**src/common/dtc_defs.svh**
```systemverilog
// constants for the die termination control block
`ifndef DTC_DEFS_SVH
`define DTC_DEFS_SVH
`define DTC_CMD_SET_FEATURES 8'hef
`define DTC_CMD_MATRIX       8'he2
`define DTC_CMD_VOL_SELECT   8'he1
`define DTC_CMD_RESET        8'hff
`define DTC_CMD_SYNC_RESET   8'hfc
`define DTC_CMD_LUN_RESET    8'hfa
`define DTC_CMD_FULL_RESET   8'hfd
`define DTC_CMD_READ         8'h00
`define DTC_CMD_PROG         8'h80
`define DTC_OUT_NIB_HI       7
`define DTC_OUT_NIB_LO       4
`define DTC_IN_NIB_HI        3
`define DTC_IN_NIB_LO        0
`define DTC_CFG_RESET        8'h00
`define DTC_BUSY_NS          200
`define DTC_BUSY_CYC         (((`DTC_BUSY_NS) + 9) / 10)
`define DTC_HOST_DIV         4
`endif

```
**src/common/dtc_pkg.sv**
```systemverilog
// types shared by both ends of the termination link
package dtc_pkg;
	typedef enum logic [1:0] {
		DTC_LUN_DESEL,
		DTC_LUN_SNIFF,
		DTC_LUN_SEL
	} dtc_lun_state_e;
	typedef enum logic [1:0] {
		DTC_CYC_IDLE,
		DTC_CYC_CMDADR,
		DTC_CYC_DIN,
		DTC_CYC_DOUT
	} dtc_cyc_e;
	typedef struct packed {
		logic [7:0] mask;
		logic [7:0] mask_hi;
		logic [7:0] data_val;
		logic [7:0] rs_val;
	} dtc_cfg_s;
endpackage

```
**src/common/dtc_bus_if.sv**
```systemverilog
// parallel bus pins between host controller and target
`timescale 1ns/1ps
interface dtc_bus_if;
	logic       chip_sel_n;
	logic       ale;
	logic       cle;
	logic       write_en_n;
	logic       read_strobe_n;
	logic [7:0] dq_h;
	logic       dq_h_oe_n;
	logic       dqs_h;
	logic       dqs_h_oe_n;
	logic [7:0] dq_d;
	logic       dq_d_oe_n;
	logic       dqs_d;
	logic       dqs_d_oe_n;
	logic       ready_busy_n;
	modport host (
		output chip_sel_n, ale, cle, write_en_n, read_strobe_n,
		output dq_h, dq_h_oe_n, dqs_h, dqs_h_oe_n,
		input  dq_d, dq_d_oe_n, dqs_d, dqs_d_oe_n, ready_busy_n
	);
	modport device (
		input  chip_sel_n, ale, cle, write_en_n, read_strobe_n,
		input  dq_h, dq_h_oe_n, dqs_h, dqs_h_oe_n,
		output dq_d, dq_d_oe_n, dqs_d, dqs_d_oe_n, ready_busy_n
	);
endinterface

```
**src/core/dtc_target.sv**
```systemverilog
// target end: per-LUN termination state and control
`timescale 1ns/1ps
`include "dtc_defs.svh"
module dtc_target #(
	parameter int NUM_LUNS = 2,
	parameter int MY_VOLUME = 0
) (
	input  wire logic       ref_clk,
	input  wire logic       rst,
	dtc_bus_if.device       bus,
	output logic [NUM_LUNS-1:0] term_dq_on,
	output logic [NUM_LUNS-1:0] term_rs_on,
	output logic [3:0]          term_dq_val,
	output logic [7:0]          term_rs_val,
	output logic                matrix_mode,
	output logic                standby,
	output logic                bus_idle
);
	import dtc_pkg::*;

	// two-flop synchronisers for the pins
	logic [13:0] s1_r;
	logic [13:0] s2_r;
	logic [13:0] pin_raw;
	assign pin_raw = {bus.chip_sel_n, bus.ale, bus.cle, bus.write_en_n,
		bus.read_strobe_n, bus.dqs_h, bus.dq_h};
	always_ff @(posedge ref_clk or posedge rst) begin
		if (rst) begin
			s1_r <= 14'h3fff;
			s2_r <= 14'h3fff;
		end else begin
			s1_r <= pin_raw;
			s2_r <= s1_r;
		end
	end
	logic       cs_n;
	logic       ale;
	logic       cle;
	logic       we_n;
	logic       rs_n;
	logic       dqs;
	logic [7:0] dq;
	assign {cs_n, ale, cle, we_n, rs_n, dqs, dq} = s2_r;

	// decoded volume bitmask test
	function automatic logic vol_hit(input logic [7:0] m, input int v);
		vol_hit = m[v[2:0]];
	endfunction

	// command, address and configuration state
	logic                we_d_r;
	logic [7:0]          cmd_r, cmd_nxt;
	logic [2:0]          acnt_r, acnt_nxt;
	logic [7:0]          sel_vol_r, sel_vol_nxt;
	logic                odt_en_r, odt_en_nxt;
	logic                matrix_r, matrix_nxt;
	logic [0:0]          lun_r, lun_nxt;
	dtc_cfg_s            cfg_r [NUM_LUNS];
	dtc_cfg_s            cfg_nxt [NUM_LUNS];
	dtc_cyc_e            cyc_r, cyc_nxt;
	logic [15:0]         busy_r, busy_nxt;
	logic                we_rise;
	logic                idle_c;
	assign we_rise = we_n && !we_d_r;
	assign idle_c = !cs_n && !ale && !cle && rs_n && dqs
		&& busy_r == 16'h0000 && cyc_r != DTC_CYC_DIN
		&& cyc_r != DTC_CYC_DOUT;

	always_comb begin
		cmd_nxt = cmd_r;
		acnt_nxt = acnt_r;
		sel_vol_nxt = sel_vol_r;
		odt_en_nxt = odt_en_r;
		matrix_nxt = matrix_r;
		lun_nxt = lun_r;
		cyc_nxt = cyc_r;
		busy_nxt = (busy_r != 16'h0000) ? busy_r - 16'h0001 : busy_r;
		for (int i = 0; i < NUM_LUNS; i++) begin
			cfg_nxt[i] = cfg_r[i];
		end
		if (cs_n) begin
			cyc_nxt = DTC_CYC_IDLE;
		end else if (ale || cle) begin
			cyc_nxt = DTC_CYC_CMDADR;
		end else if (!rs_n && cmd_r == `DTC_CMD_READ) begin
			cyc_nxt = DTC_CYC_DOUT;
		end else if (!dqs && cmd_r == `DTC_CMD_PROG) begin
			cyc_nxt = DTC_CYC_DIN;
		end
		// latches only on a write strobe edge; idle_c ignores it, so configuration bytes can latch while idle_c holds
		if (!cs_n && we_rise && cle && !ale) begin
			cmd_nxt = dq;
			acnt_nxt = 3'h0;
			if (dq == `DTC_CMD_FULL_RESET) begin
				cfg_nxt[lun_r] = '0;
				busy_nxt = 16'(`DTC_BUSY_CYC);
			end else if (dq == `DTC_CMD_RESET || dq == `DTC_CMD_SYNC_RESET
				|| dq == `DTC_CMD_LUN_RESET) begin
				busy_nxt = 16'(`DTC_BUSY_CYC);
			end
		end else if (!cs_n && we_rise && ale && !cle) begin
			acnt_nxt = acnt_r + 3'h1;
			case (cmd_r)
				`DTC_CMD_VOL_SELECT: sel_vol_nxt = dq;
				`DTC_CMD_MATRIX: lun_nxt = dq[0:0];
				`DTC_CMD_SET_FEATURES: ;
				default: ;
			endcase
		end else if (!cs_n && we_rise && !ale && !cle) begin
			acnt_nxt = acnt_r + 3'h1;
			case (cmd_r)
				`DTC_CMD_SET_FEATURES: begin
					if (acnt_r == 3'h1) begin
						odt_en_nxt = dq[0];
					end
				end
				`DTC_CMD_MATRIX: begin
					matrix_nxt = 1'b1;
					case (acnt_r)
						3'h1: cfg_nxt[lun_r].mask = dq;
						3'h2: cfg_nxt[lun_r].mask_hi = dq;
						3'h3: cfg_nxt[lun_r].data_val = dq;
						3'h4: cfg_nxt[lun_r].rs_val = dq;
						default: ;
					endcase
				end
				default: ;
			endcase
		end
	end

	always_ff @(posedge ref_clk or posedge rst) begin
		if (rst) begin
			we_d_r <= 1'b1;
			cmd_r <= 8'h00;
			acnt_r <= 3'h0;
			sel_vol_r <= 8'h00;
			odt_en_r <= 1'b0;
			matrix_r <= 1'b0;
			lun_r <= 1'b0;
			cyc_r <= DTC_CYC_IDLE;
			busy_r <= 16'h0000;
			for (int i = 0; i < NUM_LUNS; i++) begin
				cfg_r[i] <= {4{`DTC_CFG_RESET}};
			end
		end else begin
			we_d_r <= we_n;
			cmd_r <= cmd_nxt;
			acnt_r <= acnt_nxt;
			sel_vol_r <= sel_vol_nxt;
			odt_en_r <= odt_en_nxt;
			matrix_r <= matrix_nxt;
			lun_r <= lun_nxt;
			cyc_r <= cyc_nxt;
			busy_r <= busy_nxt;
			for (int i = 0; i < NUM_LUNS; i++) begin
				cfg_r[i] <= cfg_nxt[i];
			end
		end
	end

	// per-LUN state and termination outputs
	dtc_lun_state_e      st [NUM_LUNS];
	logic [NUM_LUNS-1:0] dq_on_nxt;
	logic [NUM_LUNS-1:0] rs_on_nxt;
	always_comb begin
		dq_on_nxt = '0;
		rs_on_nxt = '0;
		for (int i = 0; i < NUM_LUNS; i++) begin
			logic term;
			logic zero;
			logic data_cyc;
			term = vol_hit(cfg_r[i].mask, int'(sel_vol_r[2:0]));
			zero = cfg_r[i] == '0;
			data_cyc = !cs_n && !ale && !cle;
			if (sel_vol_r[2:0] == 3'(MY_VOLUME)) begin
				st[i] = DTC_LUN_SEL;
			end else if (term && !zero) begin
				st[i] = DTC_LUN_SNIFF;
			end else begin
				st[i] = DTC_LUN_DESEL;
			end
			if (cs_n || !odt_en_r) begin
				dq_on_nxt[i] = 1'b0;
			end else if (!matrix_r) begin
				// self mode: executing LUN only
				if (i == int'(lun_r)) begin
					dq_on_nxt[i] = cyc_r == DTC_CYC_DIN;
					rs_on_nxt[i] = cyc_r == DTC_CYC_DOUT;
				end
			end else if (!zero) begin
				case (st[i])
					DTC_LUN_SEL: begin
						dq_on_nxt[i] = term && ((cyc_r == DTC_CYC_DIN
							&& cfg_r[i].data_val[3:0] != 4'h0)
							|| (cyc_r == DTC_CYC_DOUT
							&& cfg_r[i].data_val[7:4] != 4'h0));
						rs_on_nxt[i] = term && cyc_r == DTC_CYC_DOUT
							&& cfg_r[i].rs_val != 8'h00;
					end
					DTC_LUN_SNIFF: begin
						dq_on_nxt[i] = data_cyc && ((!dqs
							&& cfg_r[i].data_val[3:0] != 4'h0)
							|| (!rs_n && cfg_r[i].data_val[7:4] != 4'h0));
						rs_on_nxt[i] = data_cyc && !rs_n
							&& cfg_r[i].rs_val != 8'h00;
					end
					default: ;
				endcase
			end
		end
	end

	// registered outputs and pin drive
	always_ff @(posedge ref_clk or posedge rst) begin
		if (rst) begin
			term_dq_on <= '0;
			term_rs_on <= '0;
			term_dq_val <= 4'h0;
			term_rs_val <= 8'h00;
			matrix_mode <= 1'b0;
			standby <= 1'b0;
			bus_idle <= 1'b0;
			bus.dq_d <= 8'h00;
			bus.dq_d_oe_n <= 1'b1;
			bus.dqs_d <= 1'b1;
			bus.dqs_d_oe_n <= 1'b1;
			bus.ready_busy_n <= 1'b1;
		end else begin
			term_dq_on <= dq_on_nxt;
			term_rs_on <= rs_on_nxt;
			term_dq_val <= (cyc_r == DTC_CYC_DOUT)
				? cfg_r[lun_r].data_val[`DTC_OUT_NIB_HI:`DTC_OUT_NIB_LO]
				: cfg_r[lun_r].data_val[`DTC_IN_NIB_HI:`DTC_IN_NIB_LO];
			term_rs_val <= cfg_r[lun_r].rs_val;
			matrix_mode <= matrix_r;
			standby <= cs_n && busy_r == 16'h0000;
			bus_idle <= idle_c;
			bus.dq_d <= cmd_r;
			// drive only in a data output burst while enabled
			bus.dq_d_oe_n <= !(cyc_nxt == DTC_CYC_DOUT && !cs_n);
			bus.dqs_d <= rs_n;
			bus.dqs_d_oe_n <= !(cyc_nxt == DTC_CYC_DOUT && !cs_n);
			bus.ready_busy_n <= busy_r == 16'h0000;
		end
	end
endmodule

```
**src/flat_wrapper.sv**
```systemverilog
// flat-port wrapper written by rule: the top's interface ports become plain ports
module dtc_target_flat import dtc_pkg::*;
#(
	parameter int NUM_LUNS = 2,
	parameter int MY_VOLUME = 0
)
  (ref_clk, rst, term_dq_on, term_rs_on, term_dq_val, term_rs_val, matrix_mode, standby, bus_idle, bus_chip_sel_n, bus_ale, bus_cle, bus_write_en_n, bus_read_strobe_n, bus_dq_h, bus_dq_h_oe_n, bus_dqs_h, bus_dqs_h_oe_n, bus_dq_d, bus_dq_d_oe_n, bus_dqs_d, bus_dqs_d_oe_n, bus_ready_busy_n);
  dtc_bus_if bus_i ();
  input  wire logic ref_clk;
  input  wire logic rst;
  output logic [NUM_LUNS-1:0] term_dq_on;
  output logic [NUM_LUNS-1:0] term_rs_on;
  output logic [3:0] term_dq_val;
  output logic [7:0] term_rs_val;
  output logic matrix_mode;
  output logic standby;
  output logic bus_idle;
  input wire logic [$bits(bus_i.chip_sel_n)-1:0] bus_chip_sel_n;
  input wire logic [$bits(bus_i.ale)-1:0] bus_ale;
  input wire logic [$bits(bus_i.cle)-1:0] bus_cle;
  input wire logic [$bits(bus_i.write_en_n)-1:0] bus_write_en_n;
  input wire logic [$bits(bus_i.read_strobe_n)-1:0] bus_read_strobe_n;
  input wire logic [$bits(bus_i.dq_h)-1:0] bus_dq_h;
  input wire logic [$bits(bus_i.dq_h_oe_n)-1:0] bus_dq_h_oe_n;
  input wire logic [$bits(bus_i.dqs_h)-1:0] bus_dqs_h;
  input wire logic [$bits(bus_i.dqs_h_oe_n)-1:0] bus_dqs_h_oe_n;
  output wire logic [$bits(bus_i.dq_d)-1:0] bus_dq_d;
  output wire logic [$bits(bus_i.dq_d_oe_n)-1:0] bus_dq_d_oe_n;
  output wire logic [$bits(bus_i.dqs_d)-1:0] bus_dqs_d;
  output wire logic [$bits(bus_i.dqs_d_oe_n)-1:0] bus_dqs_d_oe_n;
  output wire logic [$bits(bus_i.ready_busy_n)-1:0] bus_ready_busy_n;
  assign bus_i.chip_sel_n = bus_chip_sel_n;
  assign bus_i.ale = bus_ale;
  assign bus_i.cle = bus_cle;
  assign bus_i.write_en_n = bus_write_en_n;
  assign bus_i.read_strobe_n = bus_read_strobe_n;
  assign bus_i.dq_h = bus_dq_h;
  assign bus_i.dq_h_oe_n = bus_dq_h_oe_n;
  assign bus_i.dqs_h = bus_dqs_h;
  assign bus_i.dqs_h_oe_n = bus_dqs_h_oe_n;
  assign bus_dq_d = bus_i.dq_d;
  assign bus_dq_d_oe_n = bus_i.dq_d_oe_n;
  assign bus_dqs_d = bus_i.dqs_d;
  assign bus_dqs_d_oe_n = bus_i.dqs_d_oe_n;
  assign bus_ready_busy_n = bus_i.ready_busy_n;
  dtc_target #(.NUM_LUNS(NUM_LUNS), .MY_VOLUME(MY_VOLUME)) u_core (.ref_clk(ref_clk), .rst(rst), .bus(bus_i), .term_dq_on(term_dq_on), .term_rs_on(term_rs_on), .term_dq_val(term_dq_val), .term_rs_val(term_rs_val), .matrix_mode(matrix_mode), .standby(standby), .bus_idle(bus_idle));
endmodule
```
**config.mk**
```make
export PLATFORM = sky130hd
export DESIGN_NAME = dtc_target_flat
export DESIGN_NICKNAME = d
export VERILOG_FILES = /design/src/common/dtc_pkg.sv /design/src/common/dtc_bus_if.sv /design/src/core/dtc_target.sv /design/src/flat_wrapper.sv
export VERILOG_INCLUDE_DIRS = /design/src /design/src/common
export SDC_FILE = /design/constraint.sdc
export NUM_CORES = 1
export LEC_CHECK = 0
export BUFFER_PORTS_ARGS = -buffer_cell sky130_fd_sc_hd__buf_2
export CORE_MARGIN = 3
export CORE_UTILIZATION = 59
export CTS_CLUSTER_SIZE = 24
export DETAILED_ROUTE_END_ITERATION = 6
export MAX_ROUTING_LAYER = met4
export PLACE_DENSITY = 0.84
export SLEW_MARGIN = 0
export SYNTH_ARGS = -nofsm -noshare
export SYNTH_HDL_FRONTEND = slang
export SYNTH_SLANG_ARGS = --single-unit
```
**constraint.sdc**
```tcl
create_clock -name ref_clk -period 5.5 [get_ports ref_clk]
set_input_delay 1.1 -clock ref_clk [delete_from_list [all_inputs] [get_ports ref_clk]]
set_output_delay 1.1 -clock ref_clk [all_outputs]
set_load 0.02 [all_outputs]
```
Yosys cells after proc, flatten, opt, wreduce, memory -nomap -nowiden

Cells that the tools add are included.
Widths: inputs -> output; s select.

Input bits: 18
Word-level logic and storage cells: 206
Output and inout port bits: 31
Register bits: 158

$lt $le $gt $ge: 3
Bitwise logic cells: 5
Add/subtract/negate cells: 2
Equal/unequal tests: 23
Reduce and logical (&&, ||, !) cells: 80
Muxes and demuxes: 63

Operators by type and width:

| kind                  | number |
|---|---|
| $mux 64               | 5 |
| $bwmux 64             | 4 |
| $pmux 64 s4           | 1 |
| $demux 32 s1          | 5 |
| $mux 16               | 8 |
| $and 64x64->64        | 1 |
| $eq 8x8->1 const B    | 8 |
| $logic_not 32->1      | 2 |
| $mux 32               | 2 |
| $not 64->64           | 1 |
| $logic_and 1x1->1     | 41 |
| $mux 24               | 1 |
| $mux 1                | 20 |
| $logic_not 16->1      | 1 |
| $reduce_bool 16->1    | 1 |
| $reduce_bool 4->1     | 4 |
| $reduce_bool 8->1     | 2 |
| $sub 16x1->16 const B | 1 |
| $mux 2                | 6 |
| $eq 2x2->1 const B    | 5 |
| $logic_not 1->1       | 10 |
| $reduce_and 5->1      | 2 |
| $mux 3                | 3 |
| $logic_not 8->1       | 1 |
| 23 further kinds      | 41 |

Longest topological paths before layout

Word-level depth: 11
Depth in mapped cells: 8
Mapped depth without buffers: 7

Least setup slack after synthesis

OpenSTA, ideal clock, no wires.

Path type: reg2reg
Start: register u_core.busy_r[0]
End: register u_core.busy_r[11]
Path buffers: 1
Data arrival time: 2046 ps
Period minus slack after synthesis: 2183 ps
Required time: 5363 ps
Setup time: 137 ps
Cell stages (with the launch flop): 9
Slack: 3317 ps
Path through: dfrtp_1 > inv_1 > ha_1 > or3b_2 > or4_1 > buf_2 > nor4b_2 > xnor2_1 > nor2_1

Longest elaborated chain between the ends: 5
Elaborated cells between the ends (all ways): 6
Classes of those cells: 1 x add/sub; 4 x mux; 1 x reduce/logical

RTL lines:

| element                                                    | line              | RTL |
|---|---|---|
| from (decl)                                                | dtc_target.sv:61  | `logic [15:0] busy_r, busy_nxt;` |
| from (signal assigned)                                     | dtc_target.sv:155 | `busy_r <= busy_nxt;` |
| $sub 16x1->16 / $reduce_bool 16->1 (equally long branches) | dtc_target.sv:77  | `busy_nxt = (busy_r != 16'h0000) ? busy_r - 16'h0001 : busy_r;` |
| $mux 16 (*)                                                | dtc_target.sv:77  |  |
| $mux 16                                                    | dtc_target.sv:97  | `` end else if (dq == `DTC_CMD_RESET \|\| dq == `DTC_CMD_SYNC_RESET `` |
| $mux 16                                                    | dtc_target.sv:94  | `` if (dq == `DTC_CMD_FULL_RESET) begin `` |
| $mux 16 (*)                                                | dtc_target.sv:91  | `if (!cs_n && we_rise && cle && !ale) begin` |
| via u_core.busy_nxt[11]                                    | dtc_target.sv:61  |  |

The timed path passes the listed nets; every way through them passes the cells marked *.
A chain may end at the register's enable or synchronous reset.

Worst setup path in the final report

Start: register u_core.s2_r[10]
End: register u_core.cfg_r[29] (netlist name)

Longest elaborated chain between the ends: 6
Elaborated cells between the ends (all ways): 15
Classes of those cells: 2 x eq/ne; 1 x mux; 12 x reduce/logical

RTL lines:

| element                                                    | line                                                   | RTL |
|---|---|---|
| from (decl)                                                | dtc_target.sv:23                                       | `logic [13:0] s2_r;` |
| from (signal assigned)                                     | dtc_target.sv:33                                       | `s2_r <= s1_r;` |
| $logic_and 1x1->1 (*)                                      | dtc_target.sv:64                                       | `assign we_rise = we_n && !we_d_r;` |
| $logic_and 1x1->1 (*)                                      | dtc_target.sv:91, dtc_target.sv:101, dtc_target.sv:109 |  |
| $logic_and 1x1->1 (on tied branches) (2 in series)         | dtc_target.sv:91, dtc_target.sv:101, dtc_target.sv:109 |  |
| $reduce_bool 5->1 (no source line) (tied with other cells) | --                                                     |  |
| $reduce_and 5->1 (no source line)                          | --                                                     |  |
| to (signal, indexed assignment)                            | dtc_target.sv:144                                      | `` cfg_r[i] <= {4{`DTC_CFG_RESET}}; `` |
| to (signal, indexed assignment)                            | dtc_target.sv:157                                      | `cfg_r[i] <= cfg_nxt[i];` |
| to (decl)                                                  | dtc_target.sv:58                                       | `dtc_cfg_s cfg_r [NUM_LUNS];` |

Mark *: on every way between the ends. The rest lies on a longest branch, timed or not.

==> out/metrics.yaml <==
drt:
  drcViolationCount: 0
  via_count_normalized_by_instance_count: 6.40
  final_antenna_net_count: 0
  detailedRoute.firstIterationViolations: 408
  drt-pass1-iter-count: 5
  routedWlPerCell_um: 20.2
  routed-via-count: 4271
  finalWirelength_mm: 13.5
cells_and_area:
  syn_to_final_growth_pct: 16.4
  num-nets-final: 546
  final_layout_size_suffix_gt1_frac: 0.290
  antenna-diode-count: 0
  multi_input_combinational_cell_area_sq_um: 2210
  finalInstanceArea_sq_um: 6920
  n_fill_cell: 660
  layout.area.seq_sq_um: 3590
  final_core_util: 0.708
global_routing:
  first_global_vias: 4282
  antenna_violations_before_repair: 0
  grt_first_pass_wirelength_mm: 22.3
  track_usage: 0.264
  grt_max_degree: 91
  overflow: 0
clock_tree:
  cts_repair_resize_count: 0
  hold_buffers: 0
  htree_num_levels: 4
  clock_insertion_delay_worst_skew_ns: 0.53
  clk_pin_slew_ns: 0.06
  cts_setup_buffers: 0
  clock-sinks: 142
  cts_tree: "built"
  root_buffer: "sky130_fd_sc_hd__clkbuf_8"
  clk_path_buf_depth: 2
  cts-buffers-inserted: 17
pwr:
  seqPwrFrac: 0.449
  clock_power_share: 0.418
  net_sw_frac: 0.270
  power_mw: 2.83
  intPower_mw: 2.07
  power_leakage_nw: 3.05
  combPwrFrac: 0.132
  vdd_ir_drop_max_uv: 273
  switching_power_mw: 0.764
  pwr_density_cell_nw_per_um2: 410
timing:
  fin_crit_sh: 0.533
  finalSetupViolCount: 0
  fin_hold_ws_ns: 0.355
  hold_viol: 0
  timing.slew.headroom: 0.132
  setup-tns-final_ns: 0
  max_clock_freq_mhz: 341
  grt_setup_unrepaired: "false"
  timing_worst_slew_pin_value_ns: 1.30
  finClkSkew_ns: 0.00584
  timing.final.crit_period_ns: 2.93
  final_max_slew_viol_count: 0
min_path:
  hold_start: "u_core.s1_r[0]$_DFF_PP1_"
  worst_hold_path_type: "reg -> reg"
  min_delay_worst_endpoint: "u_core.s2_r[0]$_DFF_PP1_"
  min_delay_path_depth: 0
logic_synthesis:
  postSynth.asyncResetShare: 1.00
  synth_ff_type: "sky130_fd_sc_hd__dfrtp_1"
  post_synth_instance_area_sq_um: 5940
  ys_ff_latch: 142
  post_synth_num_cell_types: 66
  postSynthAreaPerCell_sq_um: 12.5
  syn_nets: 499
  synth_enable_flop_cells: 0
  yosysWarningCount: 0
  synth-seq-area-share: 0.605
  syn-instance-count: 474
flow_run:
  drv.max_cap_violation_count: 0
setup_path:
  worstSetupPathType: "reg -> reg"
  cp_max_fo: 16
  r2r-start: "u_core.s2_r[10]$_DFF_PP1_"
  reg2reg_depth: 5
  ff2ff_setup_slack_ns: 2.57
  crit_path_end_kind: "register"
  cp-start-kind: "register"
  cp_data_required_time_ns: 5.92
  r2r_end: "u_core.cfg_r[29]$_DFFE_PP0P_"
  cp_data_arrival_time_ns: 3.35
die:
  chipWidth_um: 106
  initial_core_util: 0.608
  standard_cell_core_area_sq_um: 9770
  die-height_um: 106
  i_o_pin_total: 49
  rows: 36
  floorplan.die_area_sq_um: 11300
placement:
  post_dp_hpwl_mm: 8.94
  gp_congestion: 0.989
  post_dp_area_sq_um: 6280
  io_buffers: 46
run_status:
  outcome: "complete, no violations"
## per-layer routing
layer / track usage / up-vias / wire length, um / share of wire
met3: 0.0650 / 49 / 1080 / 0.080
met4: 0.126 / 0 / 458 / 0.034
met2: 0.392 / 231 / 6490 / 0.48
li1: - / 1867 / - / -
met1: 0.344 / 2124 / 5450 / 0.40
met5: - / - / 0 / 0
## metrics by stage
| stage | setup slack (ns) | instances |
|---|---|---|
| 5_1_grt | 2.31 | 667 |
| 3_3_place_gp | 2.77 | 635 |
| 4_1_cts | 2.61 | 667 |
| 3_5_place_dp | 2.59 | 635 |
| 6_report | 2.57 | 667 |
| 2_1_floorplan | 0.643 | 474 |
## power groups by stage
stage	combinational (mW)	clock, mW	sequential [mW]
floorplan	0.274	0	1.27
global placement	0.345	0	1.27
detailed placement	0.370	0	1.29
CTS	0.376	1.20	1.27
global route	0.418	1.24	1.29
finish	0.375	1.19	1.27
## critical path: stages, from the launching register on
cell and delay, ns:
sky130_fd_sc_hd__dfstp_2 0.53, sky130_fd_sc_hd__nor3b_4 0.36, sky130_fd_sc_hd__and4_1 0.34, sky130_fd_sc_hd__nor3b_2 0.56, sky130_fd_sc_hd__o211ai_1 0.66, sky130_fd_sc_hd__o2bb2ai_1 0.38
## layout by cell type, fill, tap and decap left out, drive strengths merged, types with 5 or more instances in the layout
cell type and count:
nor2 27, a21oi 12, dfstp 32, dfrtp 110
nor2b 6, ha 7, clkbuf 20, nor4 17
buf 49, xnor2 9, o21ai 15, or4 7
mux2 21, inv 14, clkinv 6, nor3b 5
mux2i 6, nand2 35, mux4 5, o2bb2ai 47
nor3 10
## sequential cells by signal, summed over array words and instances, names as in the netlist, 3 cells and up
signal              flops
u_core.cfg_r           48
u_core.busy_r          16
u_core.s1_r            14
u_core.s2_r            14
u_core.bus.dq_d         8
u_core.cmd_r            8
u_core.term_rs_val      8
u_core.term_dq_val      4
u_core.acnt_r           3
u_core.sel_vol_r        3
## worst max-delay path by stage
| stage | end | from | slack (ns) | cells past startpoint |
|---|---|---|---|---|
| 6_report | u_core.cfg_r[29]$_DFFE_PP0P_ | u_core.s2_r[10]$_DFF_PP1_ | 2.57 | 5 |
| 5_1_grt | u_core.cfg_r[29]$_DFFE_PP0P_ | u_core.s2_r[10]$_DFF_PP1_ | 2.31 | 5 |
| 4_1_cts | u_core.cfg_r[29]$_DFFE_PP0P_ | u_core.s2_r[10]$_DFF_PP1_ | 2.61 | 5 |
| 3_5_place_dp | u_core.cfg_r[26]$_DFFE_PP0P_ | u_core.s2_r[10]$_DFF_PP1_ | 2.59 | 5 |
| 3_3_place_gp | u_core.cfg_r[44]$_DFFE_PP0P_ | u_core.s2_r[10]$_DFF_PP1_ | 2.77 | 5 |
| 2_1_floorplan | u_core.acnt_r[0]$_DFFE_PP0P_ | rst | 0.64 | 1 |
## logic make-up (layout without fill, tap and decap cells)
group | Yosys count | after routing | share of synthesized area
multiplexers | 32 | 32 | 0.0688
flip-flops | 142 | 142 | 0.605
AO/OA/AOI/OAI | 106 | 106 | 0.136
XOR/XNOR | 11 | 11 | 0.0162
buffers and inverters | 36 | 96 | 0.0240
adder cells (fa/ha/maj) | 7 | 7 | 0.0147
AND/OR/NAND/NOR | 140 | 140 | 0.136
## final cells by class
cell class | instances | share of cell area
Tap cell | 133 | 0.0241
Sequential cell | 142 | 0.520
Timing Repair Buffer | 49 | 0.0365
Multi-Input combinational cell | 296 | 0.319
Clock buffer | 20 | 0.0691
Clock inverter | 12 | 0.0226
Inverter | 15 | 0.00886
## synth_stat cells (3+ instances only)
master,instances,share of area
sky130_fd_sc_hd__mux2_2,21,0.040
sky130_fd_sc_hd__mux4_2,5,0.019
sky130_fd_sc_hd__o2bb2ai_1,47,0.069
sky130_fd_sc_hd__o21ai_1,8,0.0067
sky130_fd_sc_hd__dfrtp_1,110,0.46
sky130_fd_sc_hd__nand3_1,4,0.0034
sky130_fd_sc_hd__a21oi_1,12,0.010
sky130_fd_sc_hd__and4_1,4,0.0059
sky130_fd_sc_hd__ha_1,7,0.015
sky130_fd_sc_hd__mux2i_1,6,0.010
sky130_fd_sc_hd__nand2_1,35,0.022
sky130_fd_sc_hd__nand2b_1,4,0.0042
sky130_fd_sc_hd__or4_1,5,0.0063
sky130_fd_sc_hd__dfstp_2,32,0.14
sky130_fd_sc_hd__buf_2,3,0.0025
sky130_fd_sc_hd__nor4_1,14,0.015
sky130_fd_sc_hd__nor2b_1,6,0.0063
sky130_fd_sc_hd__a31oi_1,3,0.0032
sky130_fd_sc_hd__nor3b_1,3,0.0038
sky130_fd_sc_hd__or2_2,3,0.0032
sky130_fd_sc_hd__nor2_1,27,0.017
sky130_fd_sc_hd__o2111ai_1,3,0.0044
sky130_fd_sc_hd__and2_1,3,0.0032
sky130_fd_sc_hd__a2111oi_0,3,0.0044
sky130_fd_sc_hd__xnor2_1,9,0.013
sky130_fd_sc_hd__clkbuf_1,16,0.010
sky130_fd_sc_hd__o21ai_0,7,0.0059
sky130_fd_sc_hd__inv_1,14,0.0088
sky130_fd_sc_hd__nor3_1,10,0.0084
sky130_fd_sc_hd__or3_1,3,0.0032
No activity file was read; power rests on OpenSTA's default activity.
